`config.mk`:
```
export PLATFORM = sky130hd
export DESIGN_NAME = watchdog_timer_sleep_aware
export DESIGN_NICKNAME = d
export VERILOG_FILES = /design/src/watchdog_pkg.sv /design/src/watchdog_timer_sleep_aware.sv
export SDC_FILE = /design/constraint.sdc
export NUM_CORES = 1
export LEC_CHECK = 0
export ABC_AREA = 0
export BUFFER_PORTS_ARGS = -buffer_cell sky130_fd_sc_hd__buf_2
export CAP_MARGIN = 20
export CORE_UTILIZATION = 35
export CTS_CLUSTER_DIAMETER = 40
export CTS_CLUSTER_SIZE = 40
export DETAILED_ROUTE_END_ITERATION = 8
export SYNTH_ARGS = -nofsm -noshare
export SYNTH_HDL_FRONTEND = slang
export SYNTH_SLANG_ARGS = --single-unit
export TNS_END_PERCENT = 20
```
`constraint.sdc`:
```
create_clock -name clk -period 3.8 [get_ports clk]
set_clock_uncertainty 0.05 [all_clocks]
set_input_delay 0.19 -clock clk [delete_from_list [all_inputs] [get_ports clk]]
set_output_delay 0.19 -clock clk [all_outputs]
set_load 0.03 [all_outputs]
```
`src/watchdog_pkg.sv`:
```
package watchdog_pkg;

    // register byte offsets on the control bus
    localparam logic [7:0] CONTROL_OFFSET   = 8'h00;
    localparam logic [7:0] CONFIG_OFFSET    = 8'h04;
    localparam logic [7:0] STATE_OFFSET     = 8'h08;
    localparam logic [7:0] EVENT_OFFSET     = 8'h0c;
    localparam logic [7:0] EVENT_EN_OFFSET  = 8'h10;
    localparam logic [7:0] EVENT_CLR_OFFSET = 8'h14;
    localparam logic [7:0] COUNT_OFFSET     = 8'h18;

    // watchdog_control layout
    localparam int         SOFT_EN_BIT     = 0;
    localparam int         PERIOD_LSB      = 1;
    localparam int         PERIOD_W        = 5;
    localparam logic [4:0] PERIOD_RESET    = 5'h0b;
    localparam logic [4:0] PERIOD_MAX_CODE = 5'h12;
    localparam logic [4:0] PERIOD_MIN_CODE = 5'h00;
    localparam logic       SOFT_EN_RESET   = 1'b0;

    // mode field encodings
    typedef enum logic [1:0] {
        MODE_OFF      = 2'b00,
        MODE_SOFTWARE = 2'b01,
        MODE_AWAKE    = 2'b10,
        MODE_ALWAYS   = 2'b11
    } wdt_mode_t;

    // state register bits
    localparam int TIMEOUT_N_BIT   = 0;
    localparam int POWERDOWN_N_BIT = 1;
    localparam int ACTIVE_BIT      = 2;

    // event register bits
    localparam int EVENT_W        = 2;
    localparam int EV_RESET_BIT   = 0;
    localparam int EV_WAKE_BIT    = 1;

    // time base: prescale 1:32 of the low-frequency oscillator
    localparam int LFO_FREQ_HZ     = 31000;
    localparam int CLK_FREQ_HZ     = 25000000;
    localparam int BASE_SHIFT      = 5;
    localparam int COUNT_W         = 23;

    localparam logic [1:0] RESP_OKAY   = 2'b00;
    localparam logic [1:0] RESP_SLVERR = 2'b10;

endpackage : watchdog_pkg

```
`src/watchdog_timer_sleep_aware.sv`:
```
// The AXI4-Lite interface to the registers and the placing of the registers were left to the implementer.
`timescale 1ns/10ps
module watchdog_timer_sleep_aware
    import watchdog_pkg::*;
#(
    parameter int        ADDR_W     = 8,
    parameter wdt_mode_t MODE_RESET = MODE_ALWAYS
) (
    input  wire logic              clk,
    input  wire logic              reset_n,
    input  wire logic              lowFreqInternalOsc,
    input  wire logic              watchdogClearInstr,
    input  wire logic              sleepActive,
    input  wire logic              oscFailDetected,
    input  wire logic              oscStartupTimerRunning,
    input  wire logic              crystalClockSource,
    output logic                   deviceReset,
    output logic                   wakeUp,
    output logic                   timeoutStatusN,
    output logic                   powerdownStatusN,
    output logic                   irq,
    input  wire logic [ADDR_W-1:0] awaddr,
    input  wire logic              awvalid,
    output logic                   awready,
    input  wire logic [31:0]       wdata,
    input  wire logic [3:0]        wstrb,
    input  wire logic              wvalid,
    output logic                   wready,
    output logic [1:0]             bresp,
    output logic                   bvalid,
    input  wire logic              bready,
    input  wire logic [ADDR_W-1:0] araddr,
    input  wire logic              arvalid,
    output logic                   arready,
    output logic [31:0]            rdata,
    output logic [1:0]             rresp,
    output logic                   rvalid,
    input  wire logic              rready
);

    // the oscillator must be sampled well below half the clock rate
    if (ADDR_W < 5 || LFO_FREQ_HZ * 4 > CLK_FREQ_HZ) begin : g_check
        $error("watchdog: address too narrow or oscillator too fast");
    end

    logic [2:0]          lfoSync_q;
    logic                lfoTick;
    logic [COUNT_W-1:0]  count_q;
    logic [COUNT_W-1:0]  countLast;
    logic [4:0]          period_q;
    logic                softEn_q;
    wdt_mode_t           mode_q;
    logic                sleep_q;
    logic                sleepEntry;
    logic                sleepExit;
    logic                active;
    logic                countClear;
    logic                timeoutHit;
    logic [EVENT_W-1:0]  event_q;
    logic [EVENT_W-1:0]  eventEn_q;
    logic [EVENT_W-1:0]  eventClr;
    logic                awHeld_q;
    logic                wHeld_q;
    logic [ADDR_W-1:0]   awAddr_q;
    logic [31:0]         wData_q;
    logic [3:0]          wStrb_q;
    logic                doWrite;
    logic                writeHit;
    logic [31:0]         readWord;
    logic                readHit;

    ////////////////////////////////////////////////////////////////////////////
    // time base

    // three stages; only the later two are compared, first is metastable
    always_ff @(posedge clk) begin
        if (!reset_n) begin
            lfoSync_q <= 3'h0;
        end else begin
            lfoSync_q <= {lfoSync_q[1:0], lowFreqInternalOsc};
        end
    end

    // one tick per rising oscillator edge, independent of clk rate
    assign lfoTick = lfoSync_q[1] & ~lfoSync_q[2];

    // last count before time-out; reserved codes fall back to 1:32
    always_comb begin
        if (period_q > PERIOD_MAX_CODE) begin
            countLast = (COUNT_W'(1) << BASE_SHIFT) - COUNT_W'(1);
        end else begin
            countLast = (COUNT_W'(1) << (BASE_SHIFT + int'(period_q))) - COUNT_W'(1);
        end
    end

    ////////////////////////////////////////////////////////////////////////////
    // mode and clearing

    assign sleepEntry = sleepActive & ~sleep_q;
    assign sleepExit  = ~sleepActive & sleep_q;

    // operating mode table
    always_comb begin
        case (mode_q)
            MODE_ALWAYS:   active = 1'b1;
            MODE_AWAKE:    active = ~sleepActive;
            MODE_SOFTWARE: active = softEn_q;
            MODE_OFF:      active = 1'b0;
            default:       active = 1'b0;
        endcase
    end

    // divider setting of the fast oscillator is not an input at all
    assign countClear = watchdogClearInstr | sleepEntry | sleepExit
                      | oscFailDetected | ~active
                      | (crystalClockSource & oscStartupTimerRunning);

    assign timeoutHit = active & ~countClear & lfoTick & (count_q == countLast);

    always_ff @(posedge clk) begin
        if (!reset_n) begin
            sleep_q <= 1'b0;
        end else begin
            sleep_q <= sleepActive;
        end
    end

    // counter restarts from zero after a time-out too
    always_ff @(posedge clk) begin
        if (!reset_n || countClear || timeoutHit) begin
            count_q <= '0;
        end else if (lfoTick) begin
            count_q <= count_q + COUNT_W'(1);
        end
    end

    ////////////////////////////////////////////////////////////////////////////
    // time-out outcome and power status

    // reset when awake, wake-up pulse when asleep
    always_ff @(posedge clk) begin
        if (!reset_n) begin
            deviceReset <= 1'b0;
            wakeUp      <= 1'b0;
        end else begin
            deviceReset <= timeoutHit & ~sleepActive;
            wakeUp      <= timeoutHit & sleepActive;
        end
    end

    // flags are active low; a same-cycle clear suppresses the time-out
    always_ff @(posedge clk) begin
        if (!reset_n) begin
            timeoutStatusN   <= 1'b1;
            powerdownStatusN <= 1'b1;
        end else if (timeoutHit) begin
            timeoutStatusN   <= 1'b0;
        end else if (sleepEntry) begin
            timeoutStatusN   <= 1'b1;
            powerdownStatusN <= 1'b0;
        end else if (watchdogClearInstr) begin
            timeoutStatusN   <= 1'b1;
            powerdownStatusN <= 1'b1;
        end
    end

    ////////////////////////////////////////////////////////////////////////////
    // interrupt events

    // set wins over a clear written in the same cycle
    always_ff @(posedge clk) begin
        if (!reset_n) begin
            event_q <= '0;
        end else begin
            event_q <= (event_q & ~eventClr)
                     | {timeoutHit & sleepActive, timeoutHit & ~sleepActive};
        end
    end

    assign irq = |(event_q & eventEn_q);

    ////////////////////////////////////////////////////////////////////////////
    // bus write side

    assign awready  = ~awHeld_q;
    assign wready   = ~wHeld_q;
    assign doWrite  = awHeld_q & wHeld_q & ~bvalid;
    assign eventClr = (doWrite && awAddr_q == EVENT_CLR_OFFSET && wStrb_q[0])
                    ? wData_q[EVENT_W-1:0] : '0;

    // address and data held independently until both have arrived
    always_ff @(posedge clk) begin
        if (!reset_n) begin
            awHeld_q <= 1'b0;
            wHeld_q  <= 1'b0;
            awAddr_q <= '0;
            wData_q  <= '0;
            wStrb_q  <= '0;
        end else begin
            if (awvalid && awready) begin
                awHeld_q <= 1'b1;
                awAddr_q <= awaddr;
            end else if (doWrite) begin
                awHeld_q <= 1'b0;
            end
            if (wvalid && wready) begin
                wHeld_q <= 1'b1;
                wData_q <= wdata;
                wStrb_q <= wstrb;
            end else if (doWrite) begin
                wHeld_q <= 1'b0;
            end
        end
    end

    always_comb begin
        case (awAddr_q)
            CONTROL_OFFSET, CONFIG_OFFSET, EVENT_EN_OFFSET,
            EVENT_CLR_OFFSET: writeHit = 1'b1;
            default:          writeHit = 1'b0;
        endcase
    end

    // response one cycle after both halves are held
    always_ff @(posedge clk) begin
        if (!reset_n) begin
            bvalid <= 1'b0;
            bresp  <= RESP_OKAY;
        end else if (doWrite) begin
            bvalid <= 1'b1;
            bresp  <= writeHit ? RESP_OKAY : RESP_SLVERR;
        end else if (bready) begin
            bvalid <= 1'b0;
        end
    end

    // control registers sit in byte lane 0
    always_ff @(posedge clk) begin
        if (!reset_n) begin
            period_q  <= PERIOD_RESET;
            softEn_q  <= SOFT_EN_RESET;
            mode_q    <= MODE_RESET;
            eventEn_q <= '0;
        end else if (doWrite && wStrb_q[0]) begin
            case (awAddr_q)
                CONTROL_OFFSET: begin
                    period_q <= wData_q[PERIOD_LSB +: PERIOD_W];
                    softEn_q <= wData_q[SOFT_EN_BIT];
                end
                CONFIG_OFFSET:   mode_q    <= wdt_mode_t'(wData_q[1:0]);
                EVENT_EN_OFFSET: eventEn_q <= wData_q[EVENT_W-1:0];
                default:         ;
            endcase
        end
    end

    ////////////////////////////////////////////////////////////////////////////
    // bus read side

    assign arready = ~rvalid;

    // unused bits read as zero; clear register reads zero
    always_comb begin
        readWord = 32'h0;
        readHit  = 1'b1;
        case (araddr)
            CONTROL_OFFSET: begin
                readWord[PERIOD_LSB +: PERIOD_W] = period_q;
                readWord[SOFT_EN_BIT]            = softEn_q;
            end
            CONFIG_OFFSET:    readWord[1:0] = mode_q;
            STATE_OFFSET: begin
                readWord[TIMEOUT_N_BIT]   = timeoutStatusN;
                readWord[POWERDOWN_N_BIT] = powerdownStatusN;
                readWord[ACTIVE_BIT]      = active;
            end
            EVENT_OFFSET:     readWord[EVENT_W-1:0] = event_q;
            EVENT_EN_OFFSET:  readWord[EVENT_W-1:0] = eventEn_q;
            EVENT_CLR_OFFSET: readWord = 32'h0;
            COUNT_OFFSET:     readWord[COUNT_W-1:0] = count_q;
            default:          readHit = 1'b0;
        endcase
    end

    always_ff @(posedge clk) begin
        if (!reset_n) begin
            rvalid <= 1'b0;
            rdata  <= 32'h0;
            rresp  <= RESP_OKAY;
        end else if (arvalid && arready) begin
            rvalid <= 1'b1;
            rdata  <= readWord;
            rresp  <= readHit ? RESP_OKAY : RESP_SLVERR;
        end else if (rready) begin
            rvalid <= 1'b0;
        end
    end

    ////////////////////////////////////////////////////////////////////////////
    // checks

    always_on_a: assert property (@(posedge clk) disable iff (!reset_n)
        mode_q == MODE_ALWAYS |-> active)
        else $error("always-on mode not active");
    mode_off_a: assert property (@(posedge clk) disable iff (!reset_n)
        mode_q == MODE_OFF |=> count_q == '0 && !deviceReset)
        else $error("off mode still counting");
    sleep_off_a: assert property (@(posedge clk) disable iff (!reset_n)
        mode_q == MODE_AWAKE |-> active == !sleepActive)
        else $error("awake-only mode wrong");
    soft_mode_a: assert property (@(posedge clk) disable iff (!reset_n)
        mode_q == MODE_SOFTWARE && !softEn_q |=> count_q == '0)
        else $error("software-disabled watchdog counting");
    clear_instr_a: assert property (@(posedge clk) disable iff (!reset_n)
        watchdogClearInstr |=> count_q == '0 ##1 !deviceReset)
        else $error("clear instruction ignored");
    sleep_entry_a: assert property (@(posedge clk) disable iff (!reset_n)
        sleepEntry |=> count_q == '0 && !powerdownStatusN && timeoutStatusN)
        else $error("sleep entry handling wrong");
    startup_hold_a: assert property (@(posedge clk) disable iff (!reset_n)
        crystalClockSource && oscStartupTimerRunning |=> count_q == '0)
        else $error("count moved during start-up timer");
    awake_reset_a: assert property (@(posedge clk) disable iff (!reset_n)
        timeoutHit && !sleepActive |=> deviceReset && !wakeUp ##1 !deviceReset)
        else $error("awake time-out gave no reset pulse");
    sleep_wake_a: assert property (@(posedge clk) disable iff (!reset_n)
        timeoutHit && sleepActive |=> wakeUp && !deviceReset && !timeoutStatusN)
        else $error("sleep time-out not a wake-up");
    tick_only_a: assert property (@(posedge clk) disable iff (!reset_n)
        count_q != $past(count_q) && count_q != '0 |-> $past(lfoTick))
        else $error("count advanced without oscillator tick");
    reset_period_a: assert property (@(posedge clk) disable iff (!reset_n)
        $rose(reset_n) |-> period_q == PERIOD_RESET)
        else $error("period not at reset value");
    // reserved codes must expire on the lowest prescale bits only
    reserved_code_a: assert property (@(posedge clk) disable iff (!reset_n)
        timeoutHit && period_q > PERIOD_MAX_CODE |-> !(|count_q[COUNT_W-1:BASE_SHIFT])
            && (&count_q[BASE_SHIFT-1:0]))
        else $error("reserved period not minimum");
    enable_start_a: assert property (@(posedge clk) disable iff (!reset_n)
        $rose(active) |-> count_q == '0)
        else $error("enable did not start from zero");

    awake_timeout_c: cover property (@(posedge clk) disable iff (!reset_n)
        timeoutHit && !sleepActive);
    sleep_timeout_c: cover property (@(posedge clk) disable iff (!reset_n)
        timeoutHit && sleepActive);
    irq_raise_c: cover property (@(posedge clk) disable iff (!reset_n)
        $rose(irq));

endmodule : watchdog_timer_sleep_aware

```
=== Word-level counts from Yosys, hierarchy flattened ===
Index checks and enable logic that the tools add are counted.

* Register bits after elaboration: 89
* Latch bits: 0
* RAM bits: 0
* Memory bits (read-only): 0
* Input bits: 65
* Word-level logic and storage cells: 117
* Memories kept: 0

* Add/subtract/negate cells: 3
* $mul: 0
* Div/mod/pow operators: 0
* Order comparisons: 1
* Equality and inequality tests: 13
* Shift-type cells: 1
* Muxes and demuxes: 22
* Bitwise logic cells: 30
* Reduce and logical (&&, ||, !) cells: 25

{| class="wikitable"
|+ Operator list
! kind !! count
|-
| $eq 8x5->1 const B || 5
|-
| $add 23x1->23 const B || 1
|-
| $eq 23x23->1 || 1
|-
| $mux 23 || 1
|-
| $shl 1x6->23 const A || 1
|-
| $sub 23x2->23 const B || 1
|-
| $mux 17 || 1
|-
| $eq 8x3->1 const B || 2
|-
| $eq 8x4->1 const B || 2
|-
| $logic_not 8->1 || 2
|-
| $mux 1 || 13
|-
| $pmux 2 s6 || 1
|-
| $and 1x1->1 || 11
|-
| $not 1->1 || 10
|-
| $reduce_bool 2->1 || 5
|-
| $reduce_and 2->1 || 4
|-
| $reduce_or 7->1 || 1
|-
| $add 3x5->6 const A || 1
|-
| $logic_and 1x1->1 || 6
|-
| $mux 2 || 3
|-
| $pmux 3 s2 || 1
|-
| $gt 5x5->1 const B || 1
|-
| $or 1x1->1 || 5
|-
| $and 2x2->2 || 2
|-
| other kinds (12) || 14
|}

=== Longest topological paths before layout ===
Gate-level depths: netlist of the first run.

* Word-level depth: 13
* Gate-level depth with buffers: 11

=== Worst setup path before layout of the first run ===
No wires, ideal clock.

* Path kind: register -> register
* Start point: register period_q[4]
* End point: register timeoutStatusN
* Data arrival time: 2.244 ns
* Data required time: 3.625 ns
* Setup slack: 1.381 ns
* Cell stages (with the launch flop): 8
* Buffers on the path: 0
* Cell sequence: dfxtp_1 or4b_1 o21ai_1 a211oi_1 xnor2_1 or3_4 or4_4 o41a_1

* Word-level cells in the longest chain between the ends: 7
* Elaborated cells between the ends (all ways): 9
* Those cells by class: add/sub: 2; order compare: 1; eq/ne: 1; shift: 1; mux: 2; bitwise: 1; reduce/logical: 1

{| class="wikitable"
|+ RTL lines
! item !! RTL line !! source
|-
| from (decl) || watchdog_timer_sleep_aware.sv:50 || <nowiki>logic [4:0] period_q;</nowiki>
|-
| from (signal assigned) || watchdog_timer_sleep_aware.sv:247 || <nowiki>period_q <= wData_q[PERIOD_LSB +: PERIOD_W];</nowiki>
|-
| $add 3x5->6 || watchdog_timer_sleep_aware.sv:92 || <nowiki>countLast = (COUNT_W'(1) << (BASE_SHIFT + int'(period_q))) - COUNT_W'(1);</nowiki>
|-
| $shl 1x6->23 || watchdog_timer_sleep_aware.sv:92 ||
|-
| $sub 23x2->23 || watchdog_timer_sleep_aware.sv:92 ||
|-
| $mux 23 (*) || watchdog_timer_sleep_aware.sv:89 || <nowiki>if (period_q > PERIOD_MAX_CODE) begin</nowiki>
|-
| $eq 23x23->1 (*) || watchdog_timer_sleep_aware.sv:118 || <nowiki>assign timeoutHit = active & ~countClear & lfoTick & (count_q == countLast);</nowiki>
|-
| $and 1x1->1 (*) || watchdog_timer_sleep_aware.sv:118 ||
|-
| $reduce_bool 3->1 (no source line) / $mux 1 (equally long branches) || n/a ||
|-
| to (signal assigned) || watchdog_timer_sleep_aware.sv:154 || <nowiki>timeoutStatusN <= 1'b1;</nowiki>
|-
| to (signal assigned) || watchdog_timer_sleep_aware.sv:157 || <nowiki>timeoutStatusN <= 1'b0;</nowiki>
|-
| to (signal assigned) || watchdog_timer_sleep_aware.sv:159 || <nowiki>timeoutStatusN <= 1'b1;</nowiki>
|-
| to (decl) || watchdog_timer_sleep_aware.sv:19 || <nowiki>output logic timeoutStatusN,</nowiki>
|}

Every way passes the cells marked *; elsewhere a longest branch is shown, timed or not.
A chain may end at the register's enable or synchronous reset.

=== Worst setup path in the final report of the first run ===
* Start point: register period_q[1]
* End point: register timeoutStatusN

Same word-level chain as after synthesis.

==> impl_results.md, run 1 <==
* DR iter-0 viols at approximately 190
* Total track usage at 0.1662
* Grt ovf at 0
* Min cycle time layout at between 2000 and 3000 ps
* Vias in the first global route at around 3500
* Non-filler instance count after layout at between 700 and 800
* Filler cell count in the final layout at roughly 1200
* Residual DRC at 0
* P_leak at a little over 2 nW
* Clk slew on worst S/H paths at 60 ps
* Routability cong. at between 0.8 and 0.9
* WP data required at between 3000 and 4000 ps
* Routed length per instance at 13.81 µm
* Warnings, synthesis at 0
* Max Root-Sink Buffers at 2
* Die Y-Extent at ~110 µm
* Worst vdd ir at between 0.15 and 0.2 mV
* PwrDens at ~400 nW/µm²
* Max-slew violation count at 0
* R2R depth at 7
* Row count at 40
* Antenna diodes at 0
* CP Capture Type: flop
* Status: finished clean
* Unrepaired setup endpoints after global routing: false
* CTS root buf: clkbuf_16
* Max Fclk at between 0.3 and 0.4 GHz
* Worst hold path class: input pin to flop
* Input/output buffers at 70
* Worst R2R End: timeoutStatusN
* Die Wd at 114.4 µm
* Synth top area share at 0.3937
* Hold Path Sink: lfoSync_q[0]
* Cell count after synthesis at around 520
* Starting density of the core at 0.3638
* Flop2flop setup slack at between 800 and 900 ps
* WL final at approximately 10000 µm
* Slew at the pin closest to its max-slew limit at around 880 ps
* Largest net degree at the start of global routing at 35
* Setup TNS at 0 ps
* Share of layout cells above drive strength 1 at 0.1779
* Final setup violation count at 0
* Fin. Hold Viols at 0
* Hold depth at 2
* Hold path start: lowFreqInternalOsc
* Ports at about 110
* Hold-fix buffers, CTS at 0
* Area Growth Syn to Fin at 17.42%
* Setup WS post-layout at 829.4 ps
* Final Cell Area at 5195 µm²
* Register area share after synthesis at 0.3937
* Relative slew slack at 0.4113
* Util after Layout at 0.4272
* Placed Area at 4835 µm²
* Main synth FF type: dfxtp_1
* First-pass GRT wire length at ~17000 µm
* Setup Fix Bufs, Post-CTS at 0
* Drt pass-1 iters at 4
* Arrival @ worst endpoint at 3140 ps
* Critical path launch point type: flop
* Clock latency on the worst-skew pair at around 340 ps
* Total placed cells including tap cells at 730
* Area leader, netlist: dfxtp_1
* Reg-to-Reg Start: period_q[1]
* Place WS at roughly 850 ps
* Area of the die at 13090 µm²
* Crit path max fanout at 22
* CTS Buf Count at 9
* Ranking of synthesized cells by area: dfxtp_1 (39%), nor2_1 (8.2%), mux2i_1 (6.8%)
* Mean post-synth cell area at ~8.5 µm²
* Post-synth ARST share at 0
* Flops & latches, synth at a little under 90
* CTS tree: built
* Vias at roughly 3800
* Fin crit share at 0.7817
* Critical path class: flop to flop
* Area of the mapped netlist at roughly 4400 µm²
* CTS sink cnt at between 80 and 90
* H-tree levels at 3
* DRT antenna net count at 0
* Post-synth EDFFs at 0
* Nets@finish at ~640
* Core Area at around 12000 µm²
* Post-synthesis cell type count at 67
* Hpwl dp at roughly 7600 µm
* Maximum Capacitance Violations at 0
* Initial antenna violation count at 0
* CTS resizes at 0
* Post-DR vias/cell at between 5 and 6
[critical path: stages, from the launching register on]
cell,delay (ps)
dfxtp_1,820
nand2_1,290
a32oi_1,280
xnor2_1,100
nor4_1,450
nand3_1,200
or4_4,550
o41a_1,130
[worst max path at each step]
stage,slack (ps),from,cells past startpoint,to
floorplan,1380,period_q[4],7,timeoutStatusN
global placement,870,period_q[1],7,timeoutStatusN
detailed placement,850,period_q[1],7,timeoutStatusN
CTS,840,period_q[1],7,timeoutStatusN
global route,620,period_q[3],9,count_q[10]
finish,830,period_q[1],7,timeoutStatusN
[kinds of logic after synthesis]
logic type / share of synthesized area
adders and majority gates: 0.005655
other: 0.001697
AOI/OAI and AO/OA: 0.1346
xor gates and xnor gates: 0.07042
muxes: 0.07805
buffers and inverters: 0.06363
DFF: 0.3937
and+or+nand+nor: 0.2523
[state kept, by name, indices dropped and copies added (netlist names)]
register and cells:
lfoSync_q 3, wStrb_q 1, bresp 1, wakeUp 1, wHeld_q 1, wData_q 6, period_q 5, rdata 23
awAddr_q 8, bvalid 1, powerdownStatusN 1, sleep_q 1, count_q 23, rvalid 1, rresp 1, mode_q 2
deviceReset 1, softEn_q 1, eventEn_q 2, timeoutStatusN 1, awHeld_q 1, event_q 2
[cells in the mapped netlist (3+ instances only)]
| master | n |
|---|---|
| buf_1 | 4 |
| buf_4 | 11 |
| or4_1 | 5 |
| a211o_1 | 3 |
| mux2i_1 | 30 |
| nand3_1 | 18 |
| nand4_1 | 8 |
| xnor2_1 | 19 |
| nand3b_1 | 3 |
| clkbuf_1 | 19 |
| nor4_1 | 4 |
| nor2b_1 | 8 |
| o21ai_0 | 8 |
| nor3b_1 | 3 |
| buf_2 | 12 |
| inv_1 | 14 |
| nor3_1 | 11 |
| nand2_1 | 32 |
| and2_1 | 7 |
| nand2b_1 | 7 |
| and3_1 | 4 |
| xor2_1 | 14 |
| a21oi_1 | 13 |
| nor2_1 | 97 |
| and4_1 | 3 |
| a22oi_1 | 22 |
| dfxtp_1 | 87 |
| a211oi_1 | 4 |
| a22o_1 | 5 |
[report_power, final]
part           switching, mW  internal, mW  leakage [nW]
Combinational         0.0973        0.0590          1.15
Clock                  0.357         0.614         0.159
Sequential            0.0128         0.930         0.706
[area by class of cell]
| class | instances | area, µm² | area share |
|---|---|---|---|
| Inverter | 14 | 52.55 | 0.01012 |
| Sequential cell | 87 | 1742 | 0.3353 |
| Tap cell | 168 | 210.2 | 0.04046 |
| Clock inverter | 4 | 76.32 | 0.01469 |
| Multi-Input combinational cell | 386 | 2442 | 0.4701 |
| Clock buffer | 12 | 256.5 | 0.04937 |
| Timing Repair Buffer | 76 | 415.4 | 0.07996 |
[metrics by stage]
stage | hold WS [ps] | power, mW
after floorplan | 216.4 | 1.079
after global placement | 353.0 | 1.110
after detailed placement | 362.8 | 1.114
after CTS | 9.033 | 2.082
after global routing | 27.07 | 2.150
final | 11.90 | 2.070
[layer usage]
layer,wire (µm),track usage,vias up
li1,-,-,1909
met1,4978,0.2145,1754
met2,4786,0.2800,81
met3,382,0.02859,15
met4,166,0.05714,0
met5,0,0,-
[cells in the final DEF (no fill, tap or decap), types with 4 or more instances in the layout]
master      n
nor2_1     97
dfxtp_1    87
buf_2      70
nand2_1    32
mux2i_1    30
a22oi_1    22
xnor2_1    19
nand3_1    18
inv_1      14
xor2_1     14
a21oi_1    13
conb_1     13
nor3_1     11
clkbuf_16   9
o21ai_0     8
nor2b_1     8
nand4_1     8
nand2b_1    7
and2_1      7
a22o_1      5
or4_1       5
buf_4       5
and3_1      4
a211oi_1    4
nor4_1      4
No activity file was read; power rests on OpenSTA's default activity.
==> inputs of run 2 (changes only) <==
Clock period 3.8 ns to 2.7 ns, I/O delays scaled along.
==> run 2 against run 1 <==
Effect of this change: clock-buffer cell count decreased by 3; sequential share of layout area fell by 2.5 points; worst setup slack got worse by 710 ps; register-to-register slack worse by 710 ps; sequential power grew 40%; the run now ends with hold timing left; wire length up 5.4%.
==> impl_results.md, run 2 (same netlist as run 1, synthesis figures left out) <==
* Status: complete, but fails checks
* Failing checks: hold timing
* FF/Latch Area at between 1500 and 2000 µm²
* Worst hold path class: input pin to flop
* Internal power at about 2.2 mW
* Drt pass-1 iters at 4
* Final setup violation count at 0
* DRT antenna net count at 0
* Routed length per instance at about 14 µm
* WP data required at ~2900 ps
* Total placed cells including tap cells at 760
* WL final at 10870 µm
* Maximum Capacitance Violations at 0
* CP max stage delay at just under 600 ps
* Nets@finish at just under 700
* Critical path class: flop to flop
* Arrival @ worst endpoint at 2760 ps
* Ports at about 110
* P_leak at about 2.3 nW
* Final Cell Area at about 5600 µm²
* H-tree levels at 3
* First-pass GRT wire length at 18420 µm
* Cell Chain, Critical Path: and2_4 -> a32o_1 -> or4_4 -> nor4_4 -> nand3_2 -> or4_4 -> o41a_1
* Max Root-Sink Buffers at 2
* Relative slew slack at 0.3828
* Row count at 40
* Initial antenna violation count at 0
* Critical Path Slowest Stage Cell: or4_4
* CTS Buf Count at 9
* Min cycle time layout at between 2000 and 3000 ps
* Die Wd at around 110 µm
* Largest registers: count_q x23, rdata x23, awAddr_q x8
* Antenna diodes at 0
* Buf/Inv on CP at 0
* Total track usage at 0.1785
* Most frequent CP cell: or4_4
* Filler cell count in the final layout at around 1200
* Residual DRC at 0
* Placed Area at 5072 µm²
* Leading cell types in the layout, fill and taps excluded: nor2_1 (97), dfxtp_1 (82), buf_2 (70)
* Starting density of the core at 0.3638
* Reg power frac at 0.452
* Worst vdd ir at 0.2548 mV
* Clk pwr share at 0.465
* Critical path launch point type: flop
* Area of the multi-input gates at 2495 µm²
* Area of the die at about 13000 µm²
* Setup TNS at 0 ps
* Core Area at between 10000 and 15000 µm²
* CP Capture Type: flop
* Post-DR vias/cell at roughly 5.0
* Fin Hold WS at -5.083 ps
* Input/output buffers at 70
* Hpwl dp at 8246 µm
* Most common cell after layout, fill and taps aside: nor2_1
* Max Fclk at ~0.39 GHz
* Die Y-Extent at 114.4 µm
* Max-slew violation count at 0
* Critical path's top delay family: simple AND/OR/NAND/NOR gates
* Crit path max fanout at 13
* CTS root buf: clkbuf_16
* DR iter-0 viols at around 200
* Setup Fix Bufs, Post-CTS at 0
* Comb pwr share at 0.084
* CTS tree: built
* Area Growth Syn to Fin at 27.60%
* Sw Ratio at 0.2383
* Share of layout cells above drive strength 1 at 0.2348
* Non-filler instance count after layout at between 700 and 800
* Slew at the pin closest to its max-slew limit at between 900 and 1000 ps
* Routability cong. at approximately 0.84
* Fin. Hold Viols at 1
* Clock latency on the worst-skew pair at about 340 ps
* Largest net degree at the start of global routing at slightly above 40
* CTS sink cnt at 87
* Switch Pwr at roughly 700 µW
* Clk slew on worst S/H paths at roughly 70 ps
* Unrepaired setup endpoints after global routing: true
* Fin crit share at 0.9566
* Vias at 3935
* Grt ovf at 0
* Vias in the first global route at roughly 3800
* PwrDens at 519.1 nW/µm²
## run 2: path summary, 6_finish.rpt
check                                  start              to  slack [ps]  cells after the start
worst max-delay path             period_q[1]  timeoutStatusN         120                      7
worst min-delay path               awaddr[5]     awAddr_q[5]          -5                      3
worst max register to register   period_q[1]  timeoutStatusN         120                      7
worst min register to register  lfoSync_q[0]    lfoSync_q[1]         400                      1
## run 2: worst reg2reg max path: stages (launching register included)
cell and delay [ps]:
dfxtp_4 390, and2_4 190, a32o_1 210, or4_4 530
nor4_4 280, nand3_2 130, or4_4 580, o41a_1 130
## run 2: final cells by class
class,instances,share of cell area
multi-input cells,386,0.4419
flip-flops and latches,87,0.3101
clock inverters,7,0.01817
clock buffers,9,0.03989
inverters,14,0.009309
repair buffers,123,0.1434
well taps,168,0.03723
## run 2: repair_timing
action / in CTS / in global routing
hold buffers: 18 / 0
hold endpoints to repair: 19 / 0
resized for setup: 0 / 18
endpoints found under the setup margin: 0 / 26
## run 2: power groups by stage
stage / Sequential (mW) / Combinational (mW) / Clock [mW]
2_1_floorplan: 1.36 / 0.160 / 0
3_3_place_gp: 1.35 / 0.217 / 0
3_5_place_dp: 1.35 / 0.220 / 0
4_1_cts: 1.32 / 0.241 / 1.39
5_1_grt: 1.33 / 0.273 / 1.43
6_report: 1.32 / 0.245 / 1.36
## run 2: stage by stage
stage            util  power (mW)  setup WS (ps)
2_1_floorplan       -       1.519          281.1
3_3_place_gp   0.4171       1.570          54.76
3_5_place_dp   0.4171       1.575          58.18
4_1_cts        0.4588       2.957          25.56
5_1_grt        0.4642       3.032          11.29
6_report       0.4642       2.931          117.1
## run 2: layer usage
layer  global-route usage  wire length (µm)  vias to the layer above
met5                    0                 0                        -
met4              0.05628               145                        0
met3              0.02859               424                       13
met2               0.2929              5050                       88
met1               0.2399              5252                     1833
li1                     -                 -                     2001
==> inputs of run 3 (changes only) <==
Settings changed: CORE_UTILIZATION 35 to 45, PLACE_DENSITY from default to 0.69.
Clock period 2.7 ns to 2.5 ns, I/O delays scaled along.
==> run 3 against run 2 <==
Effect of this change: the flow finishes with violations (setup timing); first-iteration DRC count increased by 27%; largest cell class unchanged; worst setup slack got worse by 180 ps; maximum frequency increased by 0.70%; die area decreased by 22%.
==> impl_results.md, run 3 (same netlist as run 1, synthesis figures left out) <==
* CTS Buf Count at 9
* Core Area at between 9000 and 10000 µm²
* Row count at 35
* Failing checks: setup timing
* Fin Hold WS at 17.96 ps
* Slew at the pin closest to its max-slew limit at 618.7 ps
* Reg power frac at 0.517
* Non-filler instance count after layout at ~800
* Vias at around 4200
* Design Power at between 2 and 3 mW
* Post-DR vias/cell at ~5.3
* Final setup violation count at 3
* Placed Area at between 5000 and 6000 µm²
* Nets@finish at around 730
* Setup WS post-layout at -64.95 ps
* Clk pwr share at 0.379
* Comb pwr share at 0.105
* Crit path max fanout at 7
* CTS sink cnt at 87
* Starting density of the core at 0.4721
* Area Growth Syn to Fin at 32.86%
* Arrival @ worst endpoint at between 2000 and 3000 ps
* Worst vdd ir at around 0.35 mV
* P_leak at around 2.4 nW
* Hpwl dp at about 8300 µm
* First-pass GRT wire length at approximately 19000 µm
* Max Root-Sink Buffers at 2
* Filler cell count in the final layout at 833
* Share of layout cells above drive strength 1 at 0.2834
* Die Y-Extent at 101.2 µm
* Internal power at just over 2 mW
* Grt ovf at 0
* Leading cell types in the layout, fill and taps excluded: nor2_1 (97), dfxtp_1 (81), buf_2 (71)
* Ports at around 110
* Total track usage at 0.2352
* Die Wd at between 100 and 150 µm
* CP Capture Type: flop
* Maximum Capacitance Violations at 0
* Area of the die at 10230 µm²
* Fin crit share at 1.026
* Antenna diodes at 0
* Clk slew on worst S/H paths at roughly 100 ps
* Routability cong. at slightly below 0.9
* Routed length per instance at about 15 µm
* Setup TNS at -113.3 ps
* Largest registers: count_q x23, rdata x23, awAddr_q x8
* Final Cell Area at ~6000 µm²
* Critical path launch point type: flop
* Total placed cells including tap cells at approximately 750
* Place WS at -111.7 ps
* PwrDens at roughly 470 nW/µm²
* DRT antenna net count at 0
* Unrepaired setup endpoints after global routing: true
* WP data required at 2710 ps
* Fin. Hold Viols at 0
* Clock latency on the worst-skew pair at ~370 ps
* Largest net degree at the start of global routing at 41
* Util after Layout at 0.6272
* CTS tree: built
* Switch Pwr at about 730 µW
* Max-slew violation count at 0
* CTS root buf: clkbuf_8
* Worst hold path class: input pin to flop
* Initial antenna violation count at 0
* Status: complete, but fails checks
* Vias in the first global route at ~4000
* Critical path class: flop to flop
* Drt pass-1 iters at 5
* Relative slew slack at 0.5876
* DR iter-0 viols at between 200 and 300
* WL final at between 10000 and 15000 µm
* Sw Ratio at 0.2641
* Max Fclk at between 0.3 and 0.4 GHz
* H-tree levels at 3
* Min cycle time layout at approximately 2600 ps
* Residual DRC at 0
* Input/output buffers at 70
* Most common cell after layout, fill and taps aside: nor2_1
==> run 3: cell count changes in the layout (fill, tap and decap cells not counted), sizes merged <==
cell	delta
buf	+35
bufinv	-1
clkinvlp	+1
dlygate4sd3	+6
inv	-1
clkinv	-1
clkbuf	+2
==> run 3: layout make-up <==
cell class	count	area, µm²	share of cell area
sequential	87	1759	0.2993
timing repair buffer	164	1145	0.1948
clock buffer	11	141.4	0.02405
clock inverter	5	63.81	0.01086
multi-input combinational	386	2555	0.4347
inverter	14	52.55	0.008940
tap	129	161.4	0.02746
==> run 3: worst max-delay path: stages, from the launching register on <==
cell,delay [ps]
dfxtp_4,380
buf_6,120
buf_6,120
a32o_1,250
or4_4,440
nor4_4,250
nand3_2,140
or4_4,570
o41a_1,130
==> run 3: metal layers <==
metal,up-vias,wire (µm),global-route usage
li1,2077,-,-
met4,0,192,0.07581
met1,1991,5508,0.3060
met3,17,499,0.03520
met5,-,0,0
met2,130,5577,0.4008
==> run 3: power groups by stage <==
stage | clock network [mW] | logic, mW | registers, mW
2_1_floorplan | 0 | 0.172 | 1.47
3_3_place_gp | 0 | 0.238 | 1.46
3_5_place_dp | 0 | 0.244 | 1.46
4_1_cts | 1.06 | 0.273 | 1.43
5_1_grt | 1.11 | 0.315 | 1.43
6_report | 1.05 | 0.289 | 1.43
==> run 3: timing repair <==
action / 4_1_cts / 5_1_grt
pin swaps: 2 / 11
setup buffers: 0 / 8
cloned: 0 / 0
hold buffers: 24 / 0
resized for setup: 10 / 29
setup endpoints to repair: 26 / 26
endpoints found under the hold margin: 23 / 0
==> run 3: path summary, 6_finish.rpt <==
check             cells after the start             end         start  slack, ps
hold / removal                        2     period_q[1]       reset_n         20
setup reg to reg                      8  timeoutStatusN   period_q[3]        -60
hold reg to reg                       1    lfoSync_q[2]  lfoSync_q[1]        410
setup / recovery                      8  timeoutStatusN   period_q[3]        -60
